File: config.mk
export PLATFORM = sky130hd
export DESIGN_NAME = fan_ctrl_top
export DESIGN_NICKNAME = d
export VERILOG_FILES = /design/src/hdl/fan_ctrl_pkg.sv /design/src/hdl/fan_channel.sv /design/src/hdl/fan_ctrl_top.sv
export VERILOG_INCLUDE_DIRS = /design/src /design/src/hdl
export SDC_FILE = /design/constraint.sdc
export NUM_CORES = 1
export LEC_CHECK = 0
export BUFFER_PORTS_ARGS = -buffer_cell sky130_fd_sc_hd__buf_2
export CAP_MARGIN = 0
export CORE_MARGIN = 2
export CORE_UTILIZATION = 55
export CTS_CLUSTER_SIZE = 16
export DETAILED_ROUTE_END_ITERATION = 7
export PLACE_DENSITY = 0.76
export SLEW_MARGIN = 20
export SYNTH_ARGS = -nofsm -noshare
export SYNTH_HDL_FRONTEND = slang
export SYNTH_SLANG_ARGS = --single-unit
File: constraint.sdc
create_clock -name i_clk -period 7.1 [get_ports i_clk]
set_input_delay 0.71 -clock i_clk [delete_from_list [all_inputs] [get_ports i_clk]]
set_output_delay 0.71 -clock i_clk [all_outputs]
set_load 0.05 [all_outputs]
File: src/hdl/fan_ctrl_consts.svh
// Register offsets, field positions, reset values and timing counts
`ifndef FAN_CTRL_CONSTS_SVH
`define FAN_CTRL_CONSTS_SVH
`define OFS_FAN1_START_CNT 8'h22
`define OFS_FAN2_START_CNT 8'h23
`define OFS_FAN1_PPR_MIN 8'h24
`define OFS_FAN2_PPR_MIN 8'h25
`define OFS_FAN1_DUTY 8'h26
`define OFS_FAN2_DUTY 8'h27
`define OFS_CHAN1_START_TEMP 8'h28
`define OFS_CHAN2_START_TEMP 8'h29
`define PPR_MSB 7
`define PPR_LSB 6
`define MINCNT_MSB 5
`define RST_START_CNT 8'h00
`define RST_PPR_MIN 8'h00
`define RST_DUTY 8'h00
`define RST_START_TEMP 8'h00
`define DUTY_MAX 8'h78
`define PWM_STEPS 7'h78
`define STRETCH_EVERY 4'hF
`define CLK_HZ 250000000
`define PWM_FREQ_HZ 25000
`define TICK_DIV ((`CLK_HZ) / ((`PWM_FREQ_HZ) * 120))
`endif

File: src/hdl/fan_ctrl_pkg.sv
// Types shared by the fan speed-control block
package fan_ctrl_pkg;
  typedef struct packed {
    logic pwm_mode;
    logic [1:0] chan_sel;
    logic min_speed;
    logic stretch_dis;
  } fan_cfg_t;

  typedef struct packed {
    logic [7:0] duty;
    logic [7:0] duty_tgt;
    logic [7:0] target;
    logic [6:0] pwm_cnt;
    logic [7:0] tick_cnt;
    logic [3:0] stretch_cnt;
    logic stretching;
    logic pwm;
  } chan_state_t;

  typedef struct packed {
    logic [1:0][7:0] start_cnt;
    logic [1:0][7:0] ppr_min;
    logic [1:0][7:0] start_temp;
    logic [7:0] rdata;
    logic ack;
  } regs_state_t;
endpackage

File: src/hdl/fan_channel.sv
// One fan: target count, speed regulation, PWM generation and stretching
`include "fan_ctrl_consts.svh"
module fan_channel (
  // Clock and reset
  input wire logic i_clk,
  input wire logic i_rstn,
  // Settings
  input wire fan_ctrl_pkg::fan_cfg_t i_cfg,
  input wire logic [7:0] i_start_cnt,
  input wire logic [7:0] i_ppr_min,
  input wire logic [1:0][7:0] i_temp,
  input wire logic [1:0][7:0] i_start_temp,
  // Host duty write
  input wire logic i_duty_wr,
  input wire logic [7:0] i_duty_wdata,
  // Tachometer measurement
  input wire logic i_meas_strobe,
  input wire logic [7:0] i_tach_period,
  // Results
  output logic [7:0] o_duty,
  output logic [7:0] o_target,
  output logic o_pwm,
  output logic o_stretching
);
  fan_ctrl_pkg::chan_state_t s_reg, s_next;
  logic manual_rpm, auto_rpm, engage;
  logic [7:0] raw_tgt, scaled;

  // Pulses per revolution: field value plus one
  function automatic logic [2:0] ppr_decode(input logic [1:0] f);
    ppr_decode = {1'b0, f} + 3'h1;
  endfunction

  // Count over the selected pulses, saturated to eight bits
  function automatic logic [7:0] scale_count(input logic [7:0] p, input logic [1:0] f);
    logic [10:0] prod;
    prod = p * ppr_decode(f);
    scale_count = (prod > 11'h0FF) ? 8'hFF : prod[7:0];
  endfunction

  always_comb begin
    manual_rpm = !i_cfg.pwm_mode && (i_cfg.chan_sel == 2'b00); // see RULE14
    auto_rpm = !i_cfg.pwm_mode && (i_cfg.chan_sel != 2'b00);
    // Unsigned compare, one-degree steps; either selected channel engages
    engage = (i_cfg.chan_sel[0] && (i_temp[0] >= i_start_temp[0])) ||
             (i_cfg.chan_sel[1] && (i_temp[1] >= i_start_temp[1])); // see RULE10 see RULE17
    scaled = scale_count(i_tach_period, i_ppr_min[`PPR_MSB:`PPR_LSB]); // see RULE4 see RULE5
    if (manual_rpm) begin
      raw_tgt = i_start_cnt; // see RULE3
    end else if (auto_rpm && engage) begin
      raw_tgt = i_start_cnt; // see RULE1
    end else if (auto_rpm && i_cfg.min_speed) begin
      raw_tgt = i_start_cnt; // see RULE2 see RULE15
    end else begin
      raw_tgt = 8'h00; // see RULE2 see RULE15
    end
    s_next = s_reg;
    // Zero target means no drive, so the floor does not lift it
    if (raw_tgt != 8'h00 && raw_tgt < {2'b00, i_ppr_min[`MINCNT_MSB:0]}) begin
      s_next.target = {2'b00, i_ppr_min[`MINCNT_MSB:0]}; // see RULE6
    end else begin
      s_next.target = raw_tgt;
    end
    if (i_duty_wr && i_cfg.pwm_mode) begin
      s_next.duty_tgt = i_duty_wdata; // see RULE9
    end
    if (i_meas_strobe) begin
      if (i_cfg.pwm_mode) begin
        if (s_reg.duty < s_reg.duty_tgt && s_reg.duty < `DUTY_MAX) begin
          s_next.duty = s_reg.duty + 8'h01;
        end else if (s_reg.duty > s_reg.duty_tgt) begin
          s_next.duty = s_reg.duty - 8'h01;
        end
      end else if (s_reg.target == 8'h00) begin
        s_next.duty = 8'h00;
      end else if (scaled > s_reg.target && s_reg.duty < `DUTY_MAX) begin
        s_next.duty = s_reg.duty + 8'h01; // see RULE3
      end else if (scaled < s_reg.target && s_reg.duty != 8'h00) begin
        s_next.duty = s_reg.duty - 8'h01;
      end
    end
    if (s_reg.tick_cnt == 8'((`TICK_DIV) - 1)) begin
      s_next.tick_cnt = 8'h00;
      if (s_reg.pwm_cnt == `PWM_STEPS - 7'h01) begin
        s_next.pwm_cnt = 7'h00;
        s_next.stretch_cnt = s_reg.stretch_cnt + 4'h1;
        // One whole period held on so tach edges can be counted
        s_next.stretching = (s_reg.stretch_cnt == `STRETCH_EVERY) && (s_reg.duty != 8'h00); // see RULE11
      end else begin
        s_next.pwm_cnt = s_reg.pwm_cnt + 7'h01;
      end
    end else begin
      s_next.tick_cnt = s_reg.tick_cnt + 8'h01;
    end
    if (i_cfg.stretch_dis) begin
      s_next.stretching = 1'b0; // see RULE16
    end
    s_next.pwm = s_next.stretching || ({1'b0, s_next.pwm_cnt} < s_next.duty);
  end

  always_ff @(posedge i_clk) begin
    if (!i_rstn) begin
      s_reg <= '0;
    end else begin
      s_reg <= s_next;
    end
  end

  assign o_duty = s_reg.duty;
  assign o_target = s_reg.target;
  assign o_pwm = s_reg.pwm;
  assign o_stretching = s_reg.stretching;

  // ************************************************************
  // Checks
  // ************************************************************
  logic [7:0] floor_c;
  assign floor_c = {2'b00, i_ppr_min[`MINCNT_MSB:0]};
endmodule // fan_channel

File: src/hdl/fan_ctrl_top.sv
// Two-fan speed controller with its byte register file
// What the document requires
// RULE1: In automatic RPM mode the start count register is the starting tach count once control engages.
// RULE2: Below fan-start the target is the start count or zero, chosen by the minimum-speed bit.
// RULE3: In manual RPM mode the start count is the target count and duty is regulated toward it.
// RULE4: The pulses field 00..11 selects one to four tach pulses per revolution.
// RULE5: Counts are scaled so fans at equal speed give equal counts whatever their pulse count.
// RULE6: The six-bit minimum count floors the target so the fan stays under its top speed.
// RULE7: The host picks the range so the minimum count lies near 30 to 60, or full speed if uncapped.
// RULE8: Each duty register reads back the duty presently applied to its fan.
// RULE9: In PWM mode a host write to a duty register is the new target duty.
// RULE10: In automatic mode control begins when the channel temperature reaches its fan-start value.
// RULE11: Periodic pulse stretching is selectable, on or never.
// RULE12: The host starts automatic mode by writing 02h, 4Bh, 5Eh, 19h and lastly D2h to configuration 1; here chan_sel selects it, with no such register.
// RULE13: The mode bit high selects manual duty control, low selects RPM control.
// RULE14: With no temperature channel selected the fan runs in manual RPM mode at the target count.
// RULE15: Minimum-speed bit clear gives zero drive below fan-start; set, the start count sets the floor speed.
// RULE16: The stretch-disable bit stops stretching while speed is still measured.
// RULE17: Fan-start temperature compares unsigned in one-degree steps each measurement cycle.
`include "fan_ctrl_consts.svh"
module fan_ctrl_top (
  // Clock and reset
  input wire logic i_clk,
  input wire logic i_rstn,
  // Byte register port
  input wire logic i_reg_wr,
  input wire logic i_reg_rd,
  input wire logic [7:0] i_reg_addr,
  input wire logic [7:0] i_reg_wdata,
  output logic [7:0] o_reg_rdata,
  output logic o_reg_ack,
  // Per-fan mode settings
  input wire fan_ctrl_pkg::fan_cfg_t i_fan1_cfg,
  input wire fan_ctrl_pkg::fan_cfg_t i_fan2_cfg,
  // Temperatures, unsigned degrees
  input wire logic [1:0][7:0] i_temp,
  // Tachometer measurement per fan
  input wire logic i_meas_strobe,
  input wire logic [1:0][7:0] i_tach_period,
  // Fan drive
  output logic [1:0] o_pwm,
  output logic [1:0] o_stretching,
  output logic [1:0][7:0] o_target
);
  fan_ctrl_pkg::regs_state_t r_reg, r_next;
  logic [1:0][7:0] duty;
  logic [1:0] duty_wr;
  fan_ctrl_pkg::fan_cfg_t cfg [2];

  assign cfg[0] = i_fan1_cfg;
  assign cfg[1] = i_fan2_cfg;

  // ************************************************************
  // Register file
  // ************************************************************
  always_comb begin
    r_next = r_reg;
    r_next.ack = i_reg_wr || i_reg_rd;
    duty_wr = 2'b00;
    if (i_reg_wr) begin
      case (i_reg_addr)
        `OFS_FAN1_START_CNT: r_next.start_cnt[0] = i_reg_wdata;
        `OFS_FAN2_START_CNT: r_next.start_cnt[1] = i_reg_wdata;
        `OFS_FAN1_PPR_MIN: r_next.ppr_min[0] = i_reg_wdata;
        `OFS_FAN2_PPR_MIN: r_next.ppr_min[1] = i_reg_wdata;
        // Ignored by the channel outside PWM mode
        `OFS_FAN1_DUTY: duty_wr[0] = 1'b1; // see RULE9
        `OFS_FAN2_DUTY: duty_wr[1] = 1'b1; // see RULE9
        `OFS_CHAN1_START_TEMP: r_next.start_temp[0] = i_reg_wdata;
        `OFS_CHAN2_START_TEMP: r_next.start_temp[1] = i_reg_wdata;
        default: ;
      endcase
    end
    if (i_reg_rd) begin
      case (i_reg_addr)
        `OFS_FAN1_START_CNT: r_next.rdata = r_reg.start_cnt[0];
        `OFS_FAN2_START_CNT: r_next.rdata = r_reg.start_cnt[1];
        `OFS_FAN1_PPR_MIN: r_next.rdata = r_reg.ppr_min[0];
        `OFS_FAN2_PPR_MIN: r_next.rdata = r_reg.ppr_min[1];
        // Present duty, not the written target
        `OFS_FAN1_DUTY: r_next.rdata = duty[0]; // see RULE8
        `OFS_FAN2_DUTY: r_next.rdata = duty[1]; // see RULE8
        `OFS_CHAN1_START_TEMP: r_next.rdata = r_reg.start_temp[0];
        `OFS_CHAN2_START_TEMP: r_next.rdata = r_reg.start_temp[1];
        default: r_next.rdata = 8'h00;
      endcase
    end
  end

  always_ff @(posedge i_clk) begin
    if (!i_rstn) begin
      r_reg.start_cnt <= {`RST_START_CNT, `RST_START_CNT};
      r_reg.ppr_min <= {`RST_PPR_MIN, `RST_PPR_MIN};
      r_reg.start_temp <= {`RST_START_TEMP, `RST_START_TEMP};
      r_reg.rdata <= 8'h00;
      r_reg.ack <= 1'b0;
    end else begin
      r_reg <= r_next;
    end
  end

  assign o_reg_rdata = r_reg.rdata;
  assign o_reg_ack = r_reg.ack;

  // ************************************************************
  // Fan channels
  // ************************************************************
  for (genvar g = 0; g < 2; g++) begin : g_fan
    fan_channel u_chan (
      .i_clk(i_clk),
      .i_rstn(i_rstn),
      .i_cfg(cfg[g]), // see RULE13
      .i_start_cnt(r_reg.start_cnt[g]),
      .i_ppr_min(r_reg.ppr_min[g]),
      .i_temp(i_temp),
      .i_start_temp(r_reg.start_temp),
      .i_duty_wr(duty_wr[g]),
      .i_duty_wdata(i_reg_wdata),
      .i_meas_strobe(i_meas_strobe),
      .i_tach_period(i_tach_period[g]),
      .o_duty(duty[g]),
      .o_target(o_target[g]),
      .o_pwm(o_pwm[g]),
      .o_stretching(o_stretching[g])
    );
  end
endmodule // fan_ctrl_top

Word-level counts from Yosys, hierarchy flattened
Index checks and enable logic that the tools add are counted.
{"block": "op_classes", "addsub": 12, "mul": 2, "n_lt_le_gt_ge": 18, "eq_ne": 14, "n_mux": 38, "n_bitwise": 1, "n_reduce_logical": 53}
{"op": "8-bit 2-to-1 mux", "n": 22}
{"op": "8-bit by 6-bit == test with 1-bit output, second input constant", "n": 8}
{"op": "8-bit one-hot mux with 8 select lines", "n": 1}
{"op": "8-bit by 1-bit adder with 8-bit output, second input constant", "n": 4}
{"op": "8-bit > comparator", "n": 4}
{"op": "8-bit less-than comparator", "n": 4}
{"op": "8-bit nonzero test", "n": 4}
{"op": "7-bit 2-to-1 mux", "n": 4}
{"op": "1-bit logical AND", "n": 24}
{"op": "11-bit by 8-bit > comparator with 1-bit output, second input constant", "n": 2}
{"op": "8-bit by 3-bit multiplier with 11-bit output", "n": 2}
{"op": "8-bit by 7-bit == test with 1-bit output, second input constant", "n": 2}
{"op": "8-bit greater-or-equal comparator", "n": 2}
{"op": "8-bit zero test", "n": 2}
{"op": "7-bit by 8-bit less-than comparator with 1-bit output", "n": 2}
{"op": "8-bit by 6-bit less-than comparator with 1-bit output", "n": 2}
{"op": "8-bit by 7-bit less-than comparator with 1-bit output, second input constant", "n": 2}
{"op": "2-bit AND reduction", "n": 8}
{"op": "8-bit by 1-bit subtractor with 8-bit output, second input constant", "n": 2}
{"op": "7-bit by 1-bit adder with 7-bit output, second input constant", "n": 2}
{"op": "7-bit == test, second input constant", "n": 2}
{"op": "6-bit 2-to-1 mux", "n": 2}
{"op": "4-bit by 1-bit adder with 4-bit output, second input constant", "n": 2}
{"op": "4-bit == test, second input constant", "n": 2}
{"op": "9 further kinds", "n": 27}
{"block": "totals", "reg_bits": 147, "inputBits": 63, "output_inout_bits": 29, "word_cells": 164}

Depth between registers and ports, before layout
Gate-level depths: netlist of run 1.
{"block": "logic_depth", "word_depth": 13, "ltp_mapped": 30, "depth_no_buf": 30}

Hierarchy
Synthesis of run 1 repeated with hierarchy kept, for this count alone.
{"block": "unflattened", "hier_cells": 1378, "area_unflattened_um2": 11079.4}
{"mod": "fan_channel (g_fan[0].u_chan)", "instances": 1, "cells_per_inst": 540, "area_each_um2": 4292.9, "seq_area_each_um2": 900.9}
{"mod": "fan_channel (g_fan[1].u_chan)", "instances": 1, "cells_per_inst": 546, "area_each_um2": 4221.5, "seq_area_each_um2": 900.9}
{"mod": "fan_ctrl_top", "instances": 1, "cells_per_inst": 292, "area_each_um2": 2565.0, "seq_area_each_um2": 1141.1}

Worst setup path before layout of run 1
No wires, ideal clock.
{"block": "synth_path", "kind": "input to register", "start": "in i_tach_period[0] (netlist name)", "end": "reg g_fan[0].u_chan.s_reg (netlist bit g_fan[0].u_chan.o_pwm)", "setup_time_ns": 0.120, "t_arrival_ns": 5.498, "required_time_ns": 6.980, "path_slack_ns": 1.482, "stages": 28, "n_path_buf": 0, "path_cell_list": "nand2_1 -> fa_1 -> inv_1 -> ha_1 -> inv_1 -> fa_1 -> nor2b_1 -> o21ai_0 -> nand2_1 -> and2_1 -> o21ai_0 -> mux2_2 -> nor2_1 -> nand2b_1 -> ha_1 -> nor2b_1 -> o211ai_1 -> a21o_1 -> nand3_1 -> o22ai_1 -> o21ai_0 -> a311oi_1 -> nor2_1 -> ha_1 -> and3_1 -> o2111ai_1 -> a211oi_1 -> o2bb2ai_1"}
{"block": "synth_via", "elab_chain_len": 12}
{"item": "start: declaration", "line_no": "fan_ctrl_top.sv:39", "text": "input wire logic [1:0][7:0] i_tach_period,"}
{"item": "8-bit by 3-bit multiplier with 11-bit output *", "line_no": "fan_channel.sv:37", "text": "prod = p * ppr_decode(f);"}
{"item": "11-bit by 8-bit > comparator with 1-bit output", "line_no": "fan_channel.sv:38", "text": "scale_count = (prod > 11'h0FF) ? 8'hFF : prod[7:0];"}
{"item": "8-bit 2-to-1 mux *", "line_no": "fan_channel.sv:38"}
{"item": "8-bit less-than comparator", "line_no": "fan_channel.sv:78", "text": "end else if (scaled < s_reg.target && s_reg.duty != 8'h00) begin"}
{"item": "1-bit logical AND", "line_no": "fan_channel.sv:78"}
{"item": "8-bit 2-to-1 mux", "line_no": "fan_channel.sv:78"}
{"item": "8-bit 2-to-1 mux *", "line_no": "fan_channel.sv:76", "text": "end else if (scaled > s_reg.target && s_reg.duty < `DUTY_MAX) begin"}
{"item": "8-bit 2-to-1 mux *", "line_no": "fan_channel.sv:74", "text": "end else if (s_reg.target == 8'h00) begin"}
{"item": "8-bit 2-to-1 mux *", "line_no": "fan_channel.sv:68", "text": "if (i_cfg.pwm_mode) begin"}
{"item": "8-bit 2-to-1 mux *", "line_no": "fan_channel.sv:67", "text": "if (i_meas_strobe) begin"}
{"item": "7-bit by 8-bit less-than comparator with 1-bit output *", "line_no": "fan_channel.sv:98", "text": "s_next.pwm = s_next.stretching || ({1'b0, s_next.pwm_cnt} < s_next.duty);"}
{"item": "1-bit logical OR *", "line_no": "fan_channel.sv:98"}
{"item": "end signal: assignment", "line_no": "fan_channel.sv:105", "text": "s_reg <= s_next;"}
{"item": "end: declaration", "line_no": "fan_channel.sv:25", "text": "fan_ctrl_pkg::chan_state_t s_reg, s_next;"}
Mark *: on every way between the ends. The rest lies on a longest branch, timed or not.
A chain may end at the register's enable or synchronous reset.

Worst setup path in the final report of run 1
{"block": "layout_path", "start": "reg r_reg[31] (netlist name)", "end": "reg g_fan[0].u_chan.s_reg (netlist bit g_fan[0].u_chan.o_pwm)"}
{"block": "layout_via", "elab_chain_len": 13}
{"item": "start: declaration", "line_no": "fan_ctrl_top.sv:45", "text": "fan_ctrl_pkg::regs_state_t r_reg, r_next;"}
{"item": "start signal: assignment", "line_no": "fan_ctrl_top.sv:98", "text": "r_reg <= r_next;"}
{"item": "2-bit by 1-bit adder with 3-bit output *", "line_no": "fan_channel.sv:31", "text": "ppr_decode = {1'b0, f} + 3'h1;"}
{"item": "8-bit by 3-bit multiplier with 11-bit output *", "line_no": "fan_channel.sv:37"}
{"item": "11-bit by 8-bit > comparator with 1-bit output", "line_no": "fan_channel.sv:38"}
{"item": "8-bit 2-to-1 mux *", "line_no": "fan_channel.sv:38"}
{"item": "8-bit less-than comparator", "line_no": "fan_channel.sv:78"}
{"item": "1-bit logical AND", "line_no": "fan_channel.sv:78"}
{"item": "8-bit 2-to-1 mux", "line_no": "fan_channel.sv:78"}
{"item": "8-bit 2-to-1 mux *", "line_no": "fan_channel.sv:76"}
{"item": "8-bit 2-to-1 mux *", "line_no": "fan_channel.sv:74"}
{"item": "8-bit 2-to-1 mux *", "line_no": "fan_channel.sv:68"}
{"item": "8-bit 2-to-1 mux *", "line_no": "fan_channel.sv:67"}
{"item": "7-bit by 8-bit less-than comparator with 1-bit output *", "line_no": "fan_channel.sv:98"}
{"item": "1-bit logical OR *", "line_no": "fan_channel.sv:98"}
Marks and branches as above.

==> results of run 1 <==
## routing by layer
metal / vias up / wire, µm / track usage (%)
met1: 4420 / 12200 / 35.5
met5: - / 7 / 0
met4: 2 / 546 / 8.13
li1: 4634 / - / -
met3: 47 / 1650 / 5.10
met2: 321 / 12200 / 42.6
## cell families after synthesis
logic type                 synth area share [%]
AOI/OAI and AO/OA                          17.1
xor gates and xnor gates                   2.73
muxes                                      7.04
DFF                                        27.8
adders and majority gates                  15.2
buffers and inverters                      7.24
and+or+nand+nor                            22.9
## stage by stage
stage / instances / total power, mW / setup slack (ps) / util [%]
2_1_floorplan: 1296 / 2.03 / 1480 / -
3_3_place_gp: 1575 / 2.31 / 859 / 58.5
3_5_place_dp: 1575 / 2.32 / 677 / 58.5
4_1_cts: 1607 / 3.25 / 646 / 61.7
5_1_grt: 1608 / 3.47 / 73.9 / 61.7
6_report: 1609 / 3.27 / 641 / 61.7
## worst max-delay path, delay by kind of cell (launching register included)
| kind | cells | cell delay (ps) |
|---|---|---|
| compound gates | 10 | 2400 |
| fa+ha+maj | 6 | 1900 |
| mux | 1 | 360 |
| flops | 1 | 460 |
| simple gates | 8 | 1180 |
| buf+inv | 2 | 110 |
## final cells by class
cell class                      instances  area, µm²  area share, %
Timing Repair Buffer                   94        478           4.11
Inverter                              104        390           3.36
Antenna cell                            2       5.00         0.0431
Sequential cell                       147       2940           25.3
Multi-Input combinational cell        970       6880           59.3
Tap cell                              260        325           2.80
Clock inverter                         14        154           1.32
Clock buffer                           18        439           3.78
## path summary, 6_finish.rpt
check / cells after the start / to
worst max-delay path: 27 / g_fan[0].u_chan.o_pwm
worst min-delay path: 2 / g_fan[1].u_chan.o_stretching
worst max register to register: 27 / g_fan[0].u_chan.o_pwm
worst min register to register: 1 / g_fan[0].u_chan.s_reg[6]
## cells in the final DEF, fill, tap and decap left out, types with 7 or more instances in the layout
cell	count
dfxtp_1	147
nor2_1	146
ha_1	106
inv_1	103
nand2_1	100
buf_2	91
a21oi_1	81
mux2i_1	61
nand3_1	46
and2_1	38
o21ai_0	37
nor2b_1	27
o211ai_1	24
a21o_1	19
nand4_1	19
nor3_1	19
xor2_1	17
clkbuf_16	17
and3_1	16
xnor2_1	16
nand2b_1	15
a22oi_1	14
fa_1	14
a221oi_1	13
and4_1	9
nor4_1	8
o21ai_1	7
o21a_1	7
## report_power, final
| group | leakage, nW | switching (mW) | internal (mW) |
|---|---|---|---|
| Combinational | 3.44 | 0.805 | 0.568 |
| Clock | 0.277 | 0.384 | 0.531 |
| Sequential | 1.19 | 0.110 | 0.869 |
==> metrics, run 1 <==
Post-DP HPWL 19800 µm; placeable core area 18800 µm²; Data required, critical path 7460 ps; CTS tree done; number of synthesized flops with an enable pin 0; vias in the first global route 8851; insertion delay of the later-clocked pin in the worst-skew pair 430 ps; count leader, synth dfxtp_1; die height 143 µm; Hold Crit Start i_fan2_cfg[0]; Initial DRC Count 749; crit-path max FO 8; dpl cell area 11000 µm²; worst flop-to-flop path startpoint r_reg[31]; Layout Cell Area excl Fill 11600 µm²; Min Hold Slack 452 ps; Synth top area share 27.8%; most prevalent standard cell on the critical path ha_1; Mean Syn Cell Area 8.17 µm²; mean number of vias per cell 5.86; clk root buf clkbuf_16; CP endpoint kind register; total routing usage reported by global routing 26.3%; layout net count 1517; setup TNS after final layout 0 ps; max cap viols 0; Area growth syn-to-layout 9.67%; share of layout cells above drive strength 1 12.2%; final period demand of the worst path 6460 ps; worst IR drop on VDD 0.303 mV; Pleak 4.90 nW; post-cts gate resize count 0; pins over their slew limit 0; post-CTS setup-driven buffer insertion count 0; Worst Clk Skew 7.15 ps; total power divided by cell area 281 nW/µm²; count of clock tree sinks 147; Synth Register Bits 147; max_slew headroom 43.1%; predominant post-synthesis flop cell dfxtp_1; number of filler cells placed in the layout 1668; hold buffers post-CTS 0; result of the run finished clean; Final Hold Vio Count 0; DR pass1 iterations 5; post-synth top area cell dfxtp_1; post-synthesis cell type count 85; Post-Syn Area 10600 µm²; CTS Buf Count 17; count of endpoints failing setup in the final report 0; remaining antenna violation count 0; fin crit share 91.0%; sequential cell area fraction in the yosys report 27.8%; number of I/O pins 92; global-route congestion overflow total 0; total number of vias 9424; worst setup path startpoint r_reg[31]; async set or reset register ratio after synthesis 0%; Syn. warnings 0; average detailed-routed wire length per instance 16.5 µm; cells after synthesis 1296; dominant cells by area after synthesis dfxtp_1 (28%), ha_1 (13%), mux2i_1 (5.8%), nor2_1 (5.2%), a21oi_1 (3.8%); syn_nets 1479; RePlAce Congestion 0.930; library cell contributing the largest single delay on the critical path fa_1; startpoint type of the worst setup path register; data arrival time of the critical path 6820 ps; routed wire length 26600 µm; Starting Density 56.3%; Tightest Pin Transition 848 ps; width of the die 143 µm; most common library cells after synthesis dfxtp_1 (147), nor2_1 (146), ha_1 (106); area enclosed by the die boundary 20400 µm²; first-pass GRT wire length 43100 µm; max frequency 155 MHz; number of buffers on the longest clock path 2; max reg flops 54; number of input and output port buffers inserted 91; post-route DRC violation count 0; number of antenna violations at the first check in global routing 3; delay contributed by the slowest stage of the critical path 550 ps; reg-to-reg slack, setup 640 ps; CTS clock-pin slew for the worst setup and hold paths 60 ps; unrepaired setup endpoints after global routing no; path type of the worst min-delay path in2reg; H-tree depth reported by CTS 4; classification of the worst setup path reg2reg; Site Rows 50; maximum number of pins on one net before global-route repair 69
Power figures use the tool's default switching activity.
==> run 2, diff against run 1 <==
--- a/config.mk
+++ b/config.mk
@@ -6,6 +6,7 @@
 export SDC_FILE = /design/constraint.sdc
 export NUM_CORES = 1
 export LEC_CHECK = 0
+export ABC_AREA = 1
 export BUFFER_PORTS_ARGS = -buffer_cell sky130_fd_sc_hd__buf_2
 export CAP_MARGIN = 0
 export CORE_MARGIN = 2
==> run 2 against run 1 <==
  * Via count increased by 8.7%
  * Synthesized cell count is 20% higher
  * Worst hold slack better by 7.1 ps
  * Clock power shrank 1%
  * Sequential power fell by 11%
  * Synthesized area rose by 2.2%
  * Maximum frequency is 11% higher
  * Critical path depth rose by 5
  * Setup slack better by 660 ps
==> metrics, run 2 <==
number of antenna violations at the first check in global routing 0; remaining antenna violation count 0; Min Hold Slack 459 ps; placed cell count 1853; number of synthesized flops with an enable pin 0; Area growth syn-to-layout 9.64%; Pleak 5.41 nW; library cell contributing the largest single delay on the critical path fa_1; most common cell after layout, fill and taps aside nand2_1; worst flop-to-flop path startpoint r_reg[39]; worst min-delay path endpoint g_fan[0].u_chan.s_reg[6]; CTS Buf Count 17; CTS tree done; number of input and output port buffers inserted 91; Initial DRC Count 918; hold buffers post-CTS 0; startpoint type of the worst setup path register; insertion delay of the later-clocked pin in the worst-skew pair 430 ps; Mean Syn Cell Area 6.97 µm²; share of layout cells above drive strength 1 12.7%; fin crit share 81.7%; final design utilization 61.2%; average detailed-routed wire length per instance 14.8 µm; Hold Crit Start g_fan[0].u_chan.s_reg[6]; count of clock tree sinks 147; number of filler cells placed in the layout 1854; H-tree depth reported by CTS 4; crit path buf inv count 6; dominant cells by area after synthesis dfxtp_1 (27%), ha_1 (12%), nand2_1 (9.2%), inv_1 (8.3%), a21oi_1 (6.8%); endpoint of the worst register-to-register path g_fan[1].u_chan.o_pwm; Final Hold Vio Count 0; classification of the worst setup path reg2reg; sequential cell area fraction in the yosys report 27.2%; first-pass GRT wire length 44700 µm; DR pass1 iterations 8; placeable core area 19400 µm²; worst IR drop on VDD 0.175 mV; Site Rows 51; most common library cells after synthesis nand2_1 (266), inv_1 (239), a21oi_1 (147), dfxtp_1 (147), nor2_1 (140); total power divided by cell area 189 nW/µm²; data arrival time of the critical path 6170 ps; cell family with the largest share of critical-path delay adder cells; post-cts gate resize count 0; post-route DRC violation count 0; Synth Register Bits 147; result of the run finished clean; reg-to-reg slack, setup 1300 ps; routed wire length 27900 µm; delay contributed by the slowest stage of the critical path 560 ps; count of endpoints failing setup in the final report 0; R2R depth 32; most prevalent standard cell on the critical path nand2_1; syn_nets 1736; number of antenna diodes 0; RePlAce Congestion 0.994; number of instances on the worst hold path 1; worst slack at placement 1300 ps; Power Total 2.24 mW; total number of vias 10200; layout net count 1790; area taken by multi-input logic gates 6500 µm²; number of buffers on the longest clock path 2; width of the die 144 µm; post-route insts no fill 1885; highest-count cells in the layout ignoring fill and taps nand2_1 (266), inv_1 (239), a21oi_1 (147), dfxtp_1 (147), nor2_1 (140); area enclosed by the die boundary 20800 µm²; max reg flops 54; max cap viols 0; mean number of vias per cell 5.43; clk root buf clkbuf_16; dpl cell area 11300 µm²; pins over their slew limit 0; Post-DP HPWL 21700 µm; number of I/O pins 92; post-synth top area cell dfxtp_1; vias in the first global route 9333; global-route congestion overflow total 0; max frequency 172 MHz; total routing usage reported by global routing 27.0%; Post-Syn Area 10800 µm²; count leader, synth nand2_1; post-synthesis cell type count 64; Tightest Pin Transition 1030 ps; cells after synthesis 1553; Data required, critical path 7470 ps; CTS clock-pin slew for the worst setup and hold paths 70 ps; setup TNS after final layout 0 ps; final period demand of the worst path 5800 ps; crit-path max FO 8; max_slew headroom 31.2%; Layout Cell Area excl Fill 11900 µm²; min setup slack post-route 1300 ps; Syn. warnings 0; Synth top area share 27.2%; unrepaired setup endpoints after global routing no; Worst Clk Skew 13.3 ps; predominant post-synthesis flop cell dfxtp_1; path type of the worst min-delay path reg2reg; maximum number of pins on one net before global-route repair 78; die height 144 µm; CP endpoint kind register; post-CTS setup-driven buffer insertion count 0; async set or reset register ratio after synthesis 0%; combined flip-flop and latch cell area 2940 µm²; Starting Density 55.8%
==> run 2: cell count changes in the layout (fill, tap and decap cells not counted), sizes merged, moves of 17 or more <==
cell | before | now
a21o | 19 | 1
o211ai | 25 | 5
o22ai | 6 | 29
nor2b | 27 | 0
a21oi | 82 | 151
nand3 | 46 | 63
nand2 | 100 | 280
mux2i | 61 | 0
and2 | 40 | 2
inv | 108 | 278
o21ai | 44 | 114
==> run 2: cell type report <==
type,count,share of cell area (%)
multi-input cells,1076,54.8
flip-flops and latches,147,24.8
inverters,273,8.81
repair buffers,92,3.90
clock inverters,15,1.35
well taps,265,2.79
clock buffers,17,3.58
==> run 2: worst max path at each step <==
stage | start | to | cells after the start
global placement | r_reg[39] | g_fan[1].u_chan.o_pwm | 34
CTS | r_reg[39] | g_fan[1].u_chan.o_pwm | 32
detailed placement | r_reg[39] | g_fan[1].u_chan.o_pwm | 32
floorplan | r_reg[39] | g_fan[1].u_chan.o_pwm | 33
global route | r_reg[39] | g_fan[1].u_chan.o_pwm | 32
finish | r_reg[39] | g_fan[1].u_chan.o_pwm | 32
==> run 2: report_power, final <==
part | leakage (nW) | internal, mW | total, mW | switching (mW)
Clock | 0.284 | 0.500 | 0.902 | 0.402
Sequential | 1.19 | 0.840 | 0.871 | 0.0303
Combinational | 3.93 | 0.158 | 0.469 | 0.311
Total | 5.41 | 1.50 | 2.24 | 0.744
==> run 2: per-layer routing <==
layer	share of wire [%]	up-vias	wire [µm]	GRT usage, %
met3	6.2	56	1720	4.54
met4	3.0	0	841	9.45
li1	-	5219	-	-
met2	46	295	12900	45.0
met1	45	4673	12400	35.4
met5	0	-	0	0
==> run 2: cell families (layout without fill, tap and decap cells) <==
group	count (synthesis)	count (layout)	share of synthesized area (%)
fa+ha+maj	120	120	14.8
buf+inv	330	397	12.8
flops	147	147	27.2
compound gates	354	354	18.9
simple gates	574	574	24.0
xor+xnor	28	28	2.27
